## config.mk

```make
export PLATFORM = sky130hd
export DESIGN_NAME = mbs_rtu_frame
export DESIGN_NICKNAME = d
export VERILOG_FILES = /design/src/mbs_rtu_frame.v /design/src/mbs_crc16.v
export VERILOG_INCLUDE_DIRS = /design/src
export SDC_FILE = /design/constraint.sdc
export NUM_CORES = 1
export LEC_CHECK = 0
export BUFFER_PORTS_ARGS = -buffer_cell sky130_fd_sc_hd__buf_2
export CORE_AREA = 5 5 197 199
export CTS_BUF_LIST = sky130_fd_sc_hd__clkbuf_8
export CTS_CLUSTER_SIZE = 25
export DETAILED_ROUTE_END_ITERATION = 8
export DIE_AREA = 0 0 202 204
export HOLD_SLACK_MARGIN = 0.06
export PLACE_DENSITY_LB_ADDON = 0.15
export SLEW_MARGIN = 20
export SYNTH_ARGS = -nofsm -noshare
export SYNTH_HDL_FRONTEND = slang
export SYNTH_SLANG_ARGS = --single-unit
```

## constraint.sdc

```tcl
create_clock -name sys_clk -period 4.82 [get_ports sys_clk]
set_input_delay 0.964 -clock sys_clk [delete_from_list [all_inputs] [get_ports sys_clk]]
set_output_delay 0.964 -clock sys_clk [all_outputs]
set_load 0.03 [all_outputs]
```

## src/mbs_map.vh

```
// Purpose: constants for the rtu slave framer
// Assumes: 1 ms timing tick, byte stream from an external uart
// Notes: definitions only
`ifndef MBS_MAP_VH
`define MBS_MAP_VH

// clock and tick
`define MBS_CLK_HZ 100000000
`define MBS_TICK_US 1000
`define MBS_SETTLE_US 1000

// exception answer
`define MBS_EXC_FLAG 8'h80
`define MBS_EXC_FUNC 8'h01
`define MBS_EXC_ADDR 8'h02
`define MBS_EXC_FRAME 8'h03
`define MBS_EXC_FAULT 8'h04
`define MBS_EXC_RANGE 8'h05
`define MBS_EXC_RDONLY 8'h06
`define MBS_EXC_RUNNING 8'h07
`define MBS_EXC_PASSWD 8'h08

// addresses and function codes
`define MBS_BCAST_ADDR 8'h00
`define MBS_FC_WRITE 8'h41
`define MBS_FC_WRITE_STD 8'h06
`define MBS_FC_DIAG 8'h08

// frame lengths
`define MBS_MIN_LEN 4'd3
`define MBS_ECHO_LEN 4'd8
`define MBS_EXC_LEN 4'd5

// bit rate select
`define MBS_BAUD_4800 2'd0
`define MBS_BAUD_9600 2'd1
`define MBS_BAUD_19200 2'd2

// gap thresholds in ticks
`define MBS_GAP_4800 4'd8
`define MBS_GAP_9600 4'd4
`define MBS_GAP_19200 4'd2
`define MBS_GAP_FAST 4'd1
`define MBS_ABN_4800 4'd4
`define MBS_ABN_9600 4'd2
`define MBS_ABN_19200 4'd1
`define MBS_ABN_FAST 4'd1

// crc
`define MBS_CRC_INIT 16'hffff
`define MBS_CRC_POLY 16'ha001

`endif

```

## src/mbs_rtu_frame.v

```verilog
// Summary of operation
// - exception function code is request plus 0x80
// - unsupported function code answers exception 01
// - bad data address answers exception 02
// - bad length or crc answers exception 03
// - execution failure answers exception 04
// - value out of range answers exception 05
// - read-only register write answers exception 06
// - running-locked write while running answers 07
// - password-protected register answers exception 08
// - 3.5 character idle marks frame boundaries
// - 1.5 character gap inside frame discards it
// - tick thresholds per bit rate for gaps
// - legal frame: own or broadcast address, at least three bytes
// - illegal frames silent, legal bad frames get exception, except broadcasts faulted by the application
// - reply waits configured delay, never below minimum
// - nonvolatile work may lengthen the reply delay
// - valid frame: function, length and crc correct
// - timeout when valid frames stop, zero disables
// - single write answered by exact request echo
// - uart error in request gives no reply
//
// Purpose: slave-side rtu framing, checking and answering
// Assumes: byte stream from a uart, application decides register faults
// Notes: only echo-type functions (0x41, 0x06, 0x08) are answered normally
`timescale 1ns/1ns
`include "mbs_map.vh"

module mbs_rtu_frame #(
    parameter TICK_CYCLES = `MBS_CLK_HZ / 1000000 * `MBS_TICK_US,
    parameter TICK_W = 17
) (
    // clock and reset
    input wire sys_clk,
    input wire rst,
    // configuration
    input wire [7:0] dev_addr,
    input wire [1:0] baud_sel,
    input wire [7:0] response_delay_setting,
    input wire [15:0] comm_timeout_setting,
    input wire drive_running,
    // receive byte stream from uart
    input wire rx_valid,
    input wire [7:0] rx_data,
    input wire rx_err,
    // transmit byte stream to uart
    output reg tx_valid_r,
    output reg [7:0] tx_data_r,
    input wire tx_ready,
    output reg tx_en_r,
    // request to the application
    output reg req_valid_r,
    output reg [7:0] req_fc_r,
    output reg [15:0] req_reg_r,
    output reg [15:0] req_value_r,
    output reg req_bcast_r,
    // application verdict
    input wire app_done,
    input wire app_addr_bad,
    input wire app_read_only,
    input wire app_run_locked,
    input wire app_password,
    input wire app_range_bad,
    input wire app_fault,
    input wire app_nvm_busy,
    // status
    output reg comm_timeout_r,
    output reg frame_drop_r
);

    localparam S_RX = 3'd0;
    localparam S_CHECK = 3'd1;
    localparam S_APP = 3'd2;
    localparam S_DELAY = 3'd3;
    localparam S_SEND = 3'd4;
    localparam SETTLE_TICKS = (`MBS_SETTLE_US + `MBS_TICK_US - 1) / `MBS_TICK_US;

    reg [2:0] state_r;
    reg [TICK_W-1:0] div_r;
    reg tick_r;
    reg [3:0] gap_r;
    reg [3:0] rx_cnt_r;
    reg rx_bad_r;
    reg rx_over_r;
    reg [15:0] rx_crc_r;
    reg [7:0] buf_r [0:7];
    reg [7:0] dly_r;
    reg [15:0] idle_ms_r;
    reg exc_r;
    reg [7:0] exc_code_r;
    reg [3:0] tx_idx_r;
    reg [3:0] tx_len_r;
    reg [15:0] tx_crc_r;
    reg [3:0] gap_thr;
    reg [3:0] abn_thr;
    reg [7:0] min_dly;
    reg [7:0] need_dly;
    reg [7:0] tx_next;
    reg fc_ok;
    wire [15:0] rx_crc_nxt;
    wire [15:0] tx_crc_nxt;
    wire rx_take;
    wire tx_take;
    wire addr_ok;
    wire crc_ok;
    integer k;

    // thresholds per bit rate
    always @* begin
        case (baud_sel)
            `MBS_BAUD_4800: begin
                gap_thr = `MBS_GAP_4800;
                abn_thr = `MBS_ABN_4800;
            end
            `MBS_BAUD_9600: begin
                gap_thr = `MBS_GAP_9600;
                abn_thr = `MBS_ABN_9600;
            end
            `MBS_BAUD_19200: begin
                gap_thr = `MBS_GAP_19200;
                abn_thr = `MBS_ABN_19200;
            end
            default: begin
                gap_thr = `MBS_GAP_FAST;
                abn_thr = `MBS_ABN_FAST;
            end
        endcase
        min_dly = {4'h0, gap_thr} + SETTLE_TICKS[7:0];
        need_dly = (response_delay_setting > min_dly) ? response_delay_setting : min_dly;
        fc_ok = (buf_r[1] == `MBS_FC_WRITE) || (buf_r[1] == `MBS_FC_WRITE_STD) ||
                (buf_r[1] == `MBS_FC_DIAG);
    end

    assign rx_take = rx_valid && (state_r == S_RX);
    assign tx_take = tx_valid_r && tx_ready;
    assign addr_ok = (buf_r[0] == dev_addr) || (buf_r[0] == `MBS_BCAST_ADDR);
    // crc residue over a frame including its own crc is zero
    assign crc_ok = (rx_crc_r == 16'h0000);

    mbs_crc16 u_rx_crc (
        .crc_in(rx_crc_r),
        .data_in(rx_data),
        .crc_out(rx_crc_nxt)
    );

    mbs_crc16 u_tx_crc (
        .crc_in(tx_crc_r),
        .data_in(tx_data_r),
        .crc_out(tx_crc_nxt)
    );

    // outgoing byte for index; echo replays stored bytes untouched
    always @* begin
        tx_next = buf_r[tx_idx_r[2:0]];
        if (exc_r) begin
            case (tx_idx_r)
                4'd0: tx_next = buf_r[0];
                4'd1: tx_next = buf_r[1] | `MBS_EXC_FLAG;
                4'd2: tx_next = exc_code_r;
                4'd3: tx_next = tx_crc_r[7:0];
                default: tx_next = tx_crc_r[15:8];
            endcase
        end
    end

    // 1 ms tick divider
    always @(posedge sys_clk) begin
        if (rst) begin
            div_r <= {TICK_W{1'b0}};
            tick_r <= 1'b0;
        end else if (div_r == TICK_CYCLES[TICK_W-1:0] - 1'b1) begin
            div_r <= {TICK_W{1'b0}};
            tick_r <= 1'b1;
        end else begin
            div_r <= div_r + 1'b1;
            tick_r <= 1'b0;
        end
    end

    // line idle measurement, saturating; own transmit counts as activity
    always @(posedge sys_clk) begin
        if (rst) begin
            gap_r <= 4'h0;
        end else if (rx_valid || tx_take) begin
            gap_r <= 4'h0;
        end else if (tick_r && gap_r != 4'hf) begin
            gap_r <= gap_r + 1'b1;
        end
    end

    // communication timeout
    always @(posedge sys_clk) begin
        if (rst) begin
            idle_ms_r <= 16'h0000;
            comm_timeout_r <= 1'b0;
        end else begin
            if (state_r == S_CHECK && addr_ok && crc_ok && fc_ok && !rx_bad_r &&
                rx_cnt_r == `MBS_ECHO_LEN && !rx_over_r) begin
                idle_ms_r <= 16'h0000;
            end else if (tick_r && idle_ms_r != 16'hffff) begin
                idle_ms_r <= idle_ms_r + 1'b1;
            end
            comm_timeout_r <= (comm_timeout_setting != 16'h0000) &&
                              (idle_ms_r > comm_timeout_setting);
        end
    end

    // main sequence
    always @(posedge sys_clk) begin
        if (rst) begin
            state_r <= S_RX;
            rx_cnt_r <= 4'h0;
            rx_bad_r <= 1'b0;
            rx_over_r <= 1'b0;
            rx_crc_r <= `MBS_CRC_INIT;
            dly_r <= 8'h00;
            exc_r <= 1'b0;
            exc_code_r <= 8'h00;
            tx_idx_r <= 4'h0;
            tx_len_r <= 4'h0;
            tx_crc_r <= `MBS_CRC_INIT;
            tx_valid_r <= 1'b0;
            tx_data_r <= 8'h00;
            tx_en_r <= 1'b0;
            req_valid_r <= 1'b0;
            req_fc_r <= 8'h00;
            req_reg_r <= 16'h0000;
            req_value_r <= 16'h0000;
            req_bcast_r <= 1'b0;
            frame_drop_r <= 1'b0;
            for (k = 0; k < 8; k = k + 1) begin
                buf_r[k] <= 8'h00;
            end
        end else begin
            req_valid_r <= 1'b0;
            frame_drop_r <= 1'b0;
            if (tick_r && state_r != S_RX && state_r != S_SEND && dly_r != 8'hff) begin
                dly_r <= dly_r + 1'b1;
            end
            case (state_r)
                S_RX: begin
                    if (rx_take) begin
                        if (rx_cnt_r == 4'h0 && gap_r < gap_thr) begin
                            rx_bad_r <= 1'b1;
                        end
                        if (rx_cnt_r != 4'h0 && gap_r >= abn_thr) begin
                            rx_bad_r <= 1'b1;
                        end
                        if (rx_err) begin
                            rx_bad_r <= 1'b1;
                        end
                        if (rx_cnt_r[3]) begin
                            rx_over_r <= 1'b1;
                        end else begin
                            buf_r[rx_cnt_r[2:0]] <= rx_data;
                            rx_cnt_r <= rx_cnt_r + 1'b1;
                        end
                        rx_crc_r <= rx_crc_nxt;
                    end else if (rx_cnt_r != 4'h0 && gap_r >= gap_thr) begin
                        state_r <= S_CHECK;
                        dly_r <= 8'h00;
                    end
                end
                S_CHECK: begin
                    exc_r <= 1'b1;
                    if (rx_bad_r || rx_cnt_r < `MBS_MIN_LEN || !addr_ok) begin
                        frame_drop_r <= 1'b1;
                        state_r <= S_RX;
                    end else if (!crc_ok) begin
                        exc_code_r <= `MBS_EXC_FRAME;
                        state_r <= S_DELAY;
                    end else if (!fc_ok) begin
                        exc_code_r <= `MBS_EXC_FUNC;
                        state_r <= S_DELAY;
                    end else if (rx_over_r || rx_cnt_r != `MBS_ECHO_LEN) begin
                        exc_code_r <= `MBS_EXC_FRAME;
                        state_r <= S_DELAY;
                    end else begin
                        req_valid_r <= 1'b1;
                        req_fc_r <= buf_r[1];
                        req_reg_r <= {buf_r[2], buf_r[3]};
                        req_value_r <= {buf_r[4], buf_r[5]};
                        req_bcast_r <= (buf_r[0] == `MBS_BCAST_ADDR);
                        state_r <= S_APP;
                    end
                    if (state_r == S_CHECK) begin
                        rx_cnt_r <= rx_cnt_r;
                    end
                end
                S_APP: begin
                    if (app_done) begin
                        exc_r <= 1'b1;
                        state_r <= S_DELAY;
                        if (app_addr_bad) begin
                            exc_code_r <= `MBS_EXC_ADDR;
                        end else if (app_read_only) begin
                            exc_code_r <= `MBS_EXC_RDONLY;
                        end else if (app_run_locked && drive_running) begin
                            exc_code_r <= `MBS_EXC_RUNNING;
                        end else if (app_password) begin
                            exc_code_r <= `MBS_EXC_PASSWD;
                        end else if (app_range_bad) begin
                            exc_code_r <= `MBS_EXC_RANGE;
                        end else if (app_fault) begin
                            exc_code_r <= `MBS_EXC_FAULT;
                        end else begin
                            exc_r <= 1'b0;
                        end
                        // broadcasts reaching the application are executed but never answered
                        if (req_bcast_r) begin
                            state_r <= S_RX;
                        end
                    end
                end
                S_DELAY: begin
                    if (dly_r >= need_dly && !app_nvm_busy) begin
                        state_r <= S_SEND;
                        tx_idx_r <= 4'h0;
                        tx_crc_r <= `MBS_CRC_INIT;
                        tx_len_r <= exc_r ? `MBS_EXC_LEN : `MBS_ECHO_LEN;
                        tx_en_r <= 1'b1;
                    end
                end
                S_SEND: begin
                    if (!tx_valid_r) begin
                        tx_valid_r <= 1'b1;
                        tx_data_r <= tx_next;
                    end else if (tx_take) begin
                        tx_valid_r <= 1'b0;
                        tx_idx_r <= tx_idx_r + 1'b1;
                        // freeze once the crc bytes themselves go out
                        if (tx_idx_r < 4'd3) begin
                            tx_crc_r <= tx_crc_nxt;
                        end
                        if (tx_idx_r + 1'b1 == tx_len_r) begin
                            tx_en_r <= 1'b0;
                            state_r <= S_RX;
                        end
                    end
                end
                default: begin
                    state_r <= S_RX;
                end
            endcase
            if (state_r != S_RX && state_r != S_CHECK) begin
                rx_cnt_r <= 4'h0;
                rx_bad_r <= 1'b0;
                rx_over_r <= 1'b0;
                rx_crc_r <= `MBS_CRC_INIT;
            end
            if (state_r == S_CHECK && (rx_bad_r || rx_cnt_r < `MBS_MIN_LEN || !addr_ok)) begin
                rx_cnt_r <= 4'h0;
                rx_bad_r <= 1'b0;
                rx_over_r <= 1'b0;
                rx_crc_r <= `MBS_CRC_INIT;
            end
        end
    end

endmodule // mbs_rtu_frame

```

## src/mbs_crc16.v

```verilog
// Purpose: one-byte update of the reflected crc16
// Assumes: lsb-first polynomial, caller holds the running value
// Notes: purely combinational, eight shift steps unrolled by a loop
`timescale 1ns/1ns
`include "mbs_map.vh"

module mbs_crc16 (
    // running value
    input wire [15:0] crc_in,
    input wire [7:0] data_in,
    // updated value
    output reg [15:0] crc_out
);

    integer i;

    always @* begin
        crc_out = crc_in ^ {8'h00, data_in};
        for (i = 0; i < 8; i = i + 1) begin
            if (crc_out[0]) begin
                crc_out = (crc_out >> 1) ^ `MBS_CRC_POLY;
            end else begin
                crc_out = crc_out >> 1;
            end
        end
    end

endmodule // mbs_crc16

```

==> results.ini, run 1 <==
[yosys]
ys_async_sr_fraction = 0
synth_area_leader_cell = dfxtp_1
syn_area_sq_um = 10900
synth_edf_count = 64
synth_area_per_cell_sq_um = 9.78
ys_types = 63
ys_seq_area_frac = 0.460
syn_nets = 1216
ys_ff_latch = 219
yosysWarnings = 0
synth_top_area_frac = 0.284
synthTopCellsByArea = dfxtp_1, edfxtp_1, nor2_1, ha_1, mux2i_1
synth_cells = 1116
ys.flop_type = dfxtp_1

[sta]
rsz0062_at_grt = false
period_minus_slack_ps = 3840
maxSlewViolCount = 0
relSlewSlack = 0.351
setup_ws_ps = 976
worst_pin_slew_ps = 970
hold_viol_final = 0
hold_ws_ps = 426
fin_tns_setup_ps = 0
fin_crit_sh = 0.797
fin_skew_ps = 46.7
setup_viol = 0
max_freq_mhz = 260

[setup_path]
crit_type = primary input to flip-flop
cp.required_ps = 5250
worst-path-buf-inv = 2
crit_chain = buf_2, or2_2, ha_1, and4_1, o21ai_1, a21oi_1, ha_1, nand2b_1, a2111oi_0, o31ai_1, nand3_1, a21oi_2, buf_4, nor3b_1, o21bai_1
crit_slowest_cell = o21ai_1
critical_path.max_fanout = 31
cp_common_cell = ha_1
cp-start-kind = primary input
crit_family = compound AO/OA/AOI/OAI gates
crit_path_end_kind = flip-flop
slowest_delay_ps = 400
cp.arrival_ps = 4270

[detailed_routing]
antenna_left = 0
viasPerCell = 4.75
avgRoutedWirePerCell_um = 17.4
totalWireLength_mm = 30.2
drt_pass1_iterations = 6
drt-initial-drc-count = 426
route.detailed.drc = 0
dr_total_vias = 8252

[status]
status = completed

[power_and_ir_drop]
leakagePower_nw = 5.47
p_per_area_nw_per_um2 = 333
total_power_mw = 4.25
peakVddDrop_v = 0.000150

[floorplanning]
die_h_um = 204
core-area_sq_um = 37000
die_w_um = 202
pin_count = 110
fp-row-count = 71
die-area_sq_um = 41200
start_util = 0.295

[finish]
stdcell_count = 1737
area_delta_synth_final_pct = 16.8
nFillCells = 3800
post-route-util = 0.344
finalInstanceArea_sq_um = 12700
drive_gt1_frac = 0.173
seq_area_sq_um = 5020
final_net_count = 1329
final_common_cell = dfxtp_1
layout_common_cells = dfxtp_1, nor2_1, buf_2
multi_input_area_sq_um = 5540

[clock_tree]
cts-root-buf = clkbuf_8
clkTransAtPathRegs_ps = 60
cts_tree = built
cts-buffers-inserted = 43
htree_levels = 2
cts_setup_buffers = 0
cts_sinks = 219
cts_buffer_depth = 3
clock_latency_ps = 570
cts_resized = 0
ctsHoldBuffers = 0

[placed_design]
dp_hpwl_mm = 21.9
io_buffers = 109
place_inst = 1658
place_worst_setup_slack_ps = 398
placed_cell_area_sq_um = 11900
place.gp.congestion = 0.758

[global_route]
grt_pass1_vias = 8390
grt_pass1_wl_mm = 48.2
antenna_found_initial = 0
gr-usage-all-layers = 0.147
grt_max_degree = 56
grt_remaining_overflow = 0

[run]
maxCapViolations = 0

[worst_hold_path]
hp-class = flip-flop to flip-flop

## cells in the mapped netlist, drive strengths merged (2+ instances only)
cell,n
nand3,39
and4,3
clkbuf,33
nand2b,8
nor2,155
a21o,5
a211oi,19
a31oi,6
o21bai,15
or3,8
o21ai,31
or4,3
o211ai,9
a2111oi,2
nand2,59
dfxtp,155
xnor2,51
mux4,16
a21oi,43
ha,44
nor3,26
edfxtp,64
buf,14
inv,39
o21a,3
nor4,14
mux2i,47
and2,67
xor2,42
a222oi,3
a22oi,8
a221oi,2
nand4,11
and3,22
nor2b,15
nor3b,12
or2,12
## tightest hold or removal path, cell delays in order (launching register included)
cell,delay [ps]
dfxtp_1,310
inv_1,50
nor2_1,30
## per-layer routing
metal  part of all wire  track usage  vias up
li1                   -            -     4151
met1               0.48        0.202     3907
met2               0.46        0.241      157
met3              0.037       0.0262       37
met4              0.017       0.0361        0
met5                  0            0        -
## sequential cells by signal (all words and copies together), names as in the netlist, 8 cells and up, named ones only
signal and count:
rx_crc_r 16, buf_r 64, req_fc_r 8, req_value_r 16
idle_ms_r 16, tx_crc_r 16, div_r 17, req_reg_r 16
tx_data_r 8, dly_r 8
## final timing paths
| path | from | to | slack (ps) | cells after the start |
|---|---|---|---|---|
| worst max-delay path | baud_sel[0] | tx_crc_r[3] | 980 | 15 |
| worst min-delay path | req_fc_r[4] | req_fc_r[4] | 430 | 2 |
| worst max register to register | rx_cnt_r[1] | req_fc_r[1] | 1730 | 8 |
| worst min register to register | req_fc_r[4] | req_fc_r[4] | 430 | 2 |
## where the power goes
group	leakage, nW	internal [mW]	switching (mW)
Sequential	1.92	1.96	0.0679
Combinational	3.06	0.167	0.208
Clock	0.490	1.00	0.843
## area by class of cell
class | count | share of cell area
inverters | 39 | 0.0115
flip-flops and latches | 219 | 0.394
multi-input cells | 811 | 0.434
clock buffers | 50 | 0.0540
diodes | 1 | 0.000196
repair buffers | 115 | 0.0465
clock inverters | 28 | 0.0127
well taps | 474 | 0.0465
## kinds of logic (layout without fill, tap and decap cells)
logic type / Yosys count / after routing / synth area share
buf+inv: 86 / 232 / 0.0326
xor+xnor: 93 / 93 / 0.0760
flops: 219 / 219 / 0.460
other cells: 0 / 1 / 0
mux: 63 / 63 / 0.0761
fa+ha+maj: 44 / 44 / 0.0504
simple gates: 458 / 458 / 0.212
compound gates: 153 / 153 / 0.0927
(Power assumes the default switching activity.)
==> inputs of run 2 (changes only) <==
Clock period 4.82 ns to 3.6 ns, I/O delays scaled along.
==> run 2 against run 1 <==
Highest routed layer unchanged. Cell count grew 1.1%. Via count is 1.2% higher. Power rose by 31%. Count of clock-buffer cells in the layout is 1 lower. First-iteration DRC count is 31% lower.
==> results.ini, run 2 (synthesized netlist as in run 1, its figures left out) <==
[placed_design]
place.gp.congestion = 0.815  ; +7.5%
place_worst_setup_slack_ps = -379  ; -777 ps
placed_cell_area_sq_um = 12100  ; +1.7%
dp_hpwl_mm = 22.2  ; +1.2%
io_buffers = 109  ; unchanged
place_inst = 1681  ; +1.4%

[power_and_ir_drop]
peakVddDrop_v = 0.000214  ; +43%
p_per_area_nw_per_um2 = 431  ; +29%
leakagePower_nw = 5.57  ; +1.7%

[sta]
fin_crit_sh = 0.948
setup_ws_ps = 187  ; -789 ps
maxSlewViolCount = 0  ; unchanged
relSlewSlack = 0.402  ; +0.0507
hold_viol_final = 0  ; unchanged
fin_tns_setup_ps = 0  ; unchanged
period_minus_slack_ps = 3410
max_freq_mhz = 293
fin_skew_ps = 30.2  ; -16.6 ps
rsz0062_at_grt = true
setup_viol = 0  ; unchanged
worst_pin_slew_ps = 894  ; -75.9 ps

[floorplanning]
pin_count = 110  ; unchanged
die_h_um = 204  ; unchanged
die_w_um = 202  ; unchanged
die-area_sq_um = 41200  ; unchanged
fp-row-count = 71  ; unchanged
start_util = 0.295  ; unchanged
core-area_sq_um = 37000  ; unchanged

[worst_hold_path]
hold_start = req_fc_r[5]
holdPathEnd = req_fc_r[5]
hp-class = flip-flop to flip-flop
worstHoldPathCells = 2  ; unchanged

[global_route]
use_met3 = 0.0303  ; +0.00413
gr-usage-all-layers = 0.145  ; -0.00239
top_usage_layer = met2
grt_remaining_overflow = 0  ; unchanged
grt_pass1_vias = 8393  ; +0.036%
grt_use_met2 = 0.230  ; -0.0112
grt_util_met1 = 0.202  ; about the same
grt_max_degree = 66  ; +18%
grt_pass1_wl_mm = 47.6  ; -1.3%
antenna_found_initial = 0  ; unchanged

[finish]
diodes = 0  ; -1
final_net_count = 1351  ; +1.7%
finalInstanceArea_sq_um = 12900  ; +1.2%
drive_gt1_frac = 0.186  ; +0.0129
area_delta_synth_final_pct = 18.1
post-route-util = 0.348  ; +0.00402
top_regs = buf_r: 64 flops, div_r: 17 flops
layout_common_cells = dfxtp_1, nor2_1, buf_2
top_register = buf_r
stdcell_count = 1756  ; +1.1%
final_common_cell = dfxtp_1
largest_reg_flops = 64  ; unchanged

[detailed_routing]
avgRoutedWirePerCell_um = 17.3  ; -0.82%
route.detailed.drc = 0  ; unchanged
totalWireLength_mm = 30.3  ; +0.26%
drt_pass1_iterations = 4  ; -2
antenna_left = 0  ; unchanged
drt-initial-drc-count = 293  ; -31%
viasPerCell = 4.76  ; +0.14%
dr_total_vias = 8354  ; +1.2%

[clock_tree]
cts_setup_buffers = 0  ; unchanged
clkTransAtPathRegs_ps = 50  ; about the same
cts-buffers-inserted = 42  ; -2.3%
cts-root-buf = clkbuf_8
clock_latency_ps = 560  ; about the same
cts_buffer_depth = 3  ; unchanged
cts_tree = built
htree_levels = 2  ; unchanged
cts_sinks = 219  ; unchanged

[setup_path]
r2r_setup_slack_ps = 1020  ; -710 ps
crit_path_end_kind = flip-flop
cp.arrival_ps = 3840  ; -430 ps
cp-start-kind = primary input
rr_worst_depth = 5  ; -3
reg2reg_from = state_r[1]
critical_path.max_fanout = 6  ; -81%
reg2reg_to = buf_r[4][1]
crit_type = primary input to flip-flop
cp.required_ps = 4030  ; -1220 ps

[run]
maxCapViolations = 0  ; unchanged

[status]
status = completed

run 2: cell types whose count changed in the layout (fill, tap and decap cells not counted), moves of 2 or more:
cell,change
buf_4,+21
clkinv_2,-3
buf_12,+2
clkinv_1,+2
run 2: area by class of cell:
cell class                 count  area [sq um]
fill                        3822         24100
multi-input combinational    811          5550
sequential                   219          5020
timing repair buffer         138           791
clock buffer                  49           674
tap                          474           593
inverter                      39           146
clock inverter                26           119
run 2: worst max-delay path: stages:
cell and delay, ps:
buf_2 100, or2_2 290, ha_1 290, and4_1 200
o21ai_2 160, buf_4 160, nor2_1 40, a21oi_1 150
ha_1 260, a2111oi_1 400, o31ai_1 150, buf_4 150
nand3_1 150, nor2b_1 190, a21oi_1 90, a211oi_1 320
run 2: routing by layer:
| layer | vias to the layer above | wire length [um] | share of wire |
|---|---|---|---|
| li1 | 4202 | - | - |
| met1 | 3978 | 14700 | 0.48 |
| met2 | 135 | 13900 | 0.46 |
| met3 | 39 | 1250 | 0.041 |
| met4 | 0 | 527 | 0.017 |
| met5 | - | 0 | 0 |
run 2: stage by stage:
step	total power, mW	hold slack, ps
detailed placement	3.29	421
floorplan	3.09	430
CTS	5.67	429
finish	5.56	424
global route	5.85	445
global placement	3.28	416
run 2: worst max-delay path by stage:
stage / from / to / slack (ps)
after floorplan: baud_sel[0] / flip-flop / 110
final: baud_sel[0] / tx_idx_r[0] / 190
after detailed placement: baud_sel[0] / tx_crc_r[9] / -380
after global placement: baud_sel[0] / tx_crc_r[10] / -260
after CTS: baud_sel[0] / tx_idx_r[0] / 150
after global routing: baud_sel[1] / tx_crc_r[1] / -10
run 2: report_power, final:
part	switching, mW	total (mW)	leakage (nW)	internal (mW)
clock network	1.08	2.33	0.459	1.24
logic	0.287	0.519	3.19	0.232
registers	0.0926	2.71	1.92	2.62
run 2: what timing repair did:
item | in CTS | in global routing
endpoints found under the setup margin | 0 | 7
hold buffers | 0 | 0
gates resized for setup | 0 | 2
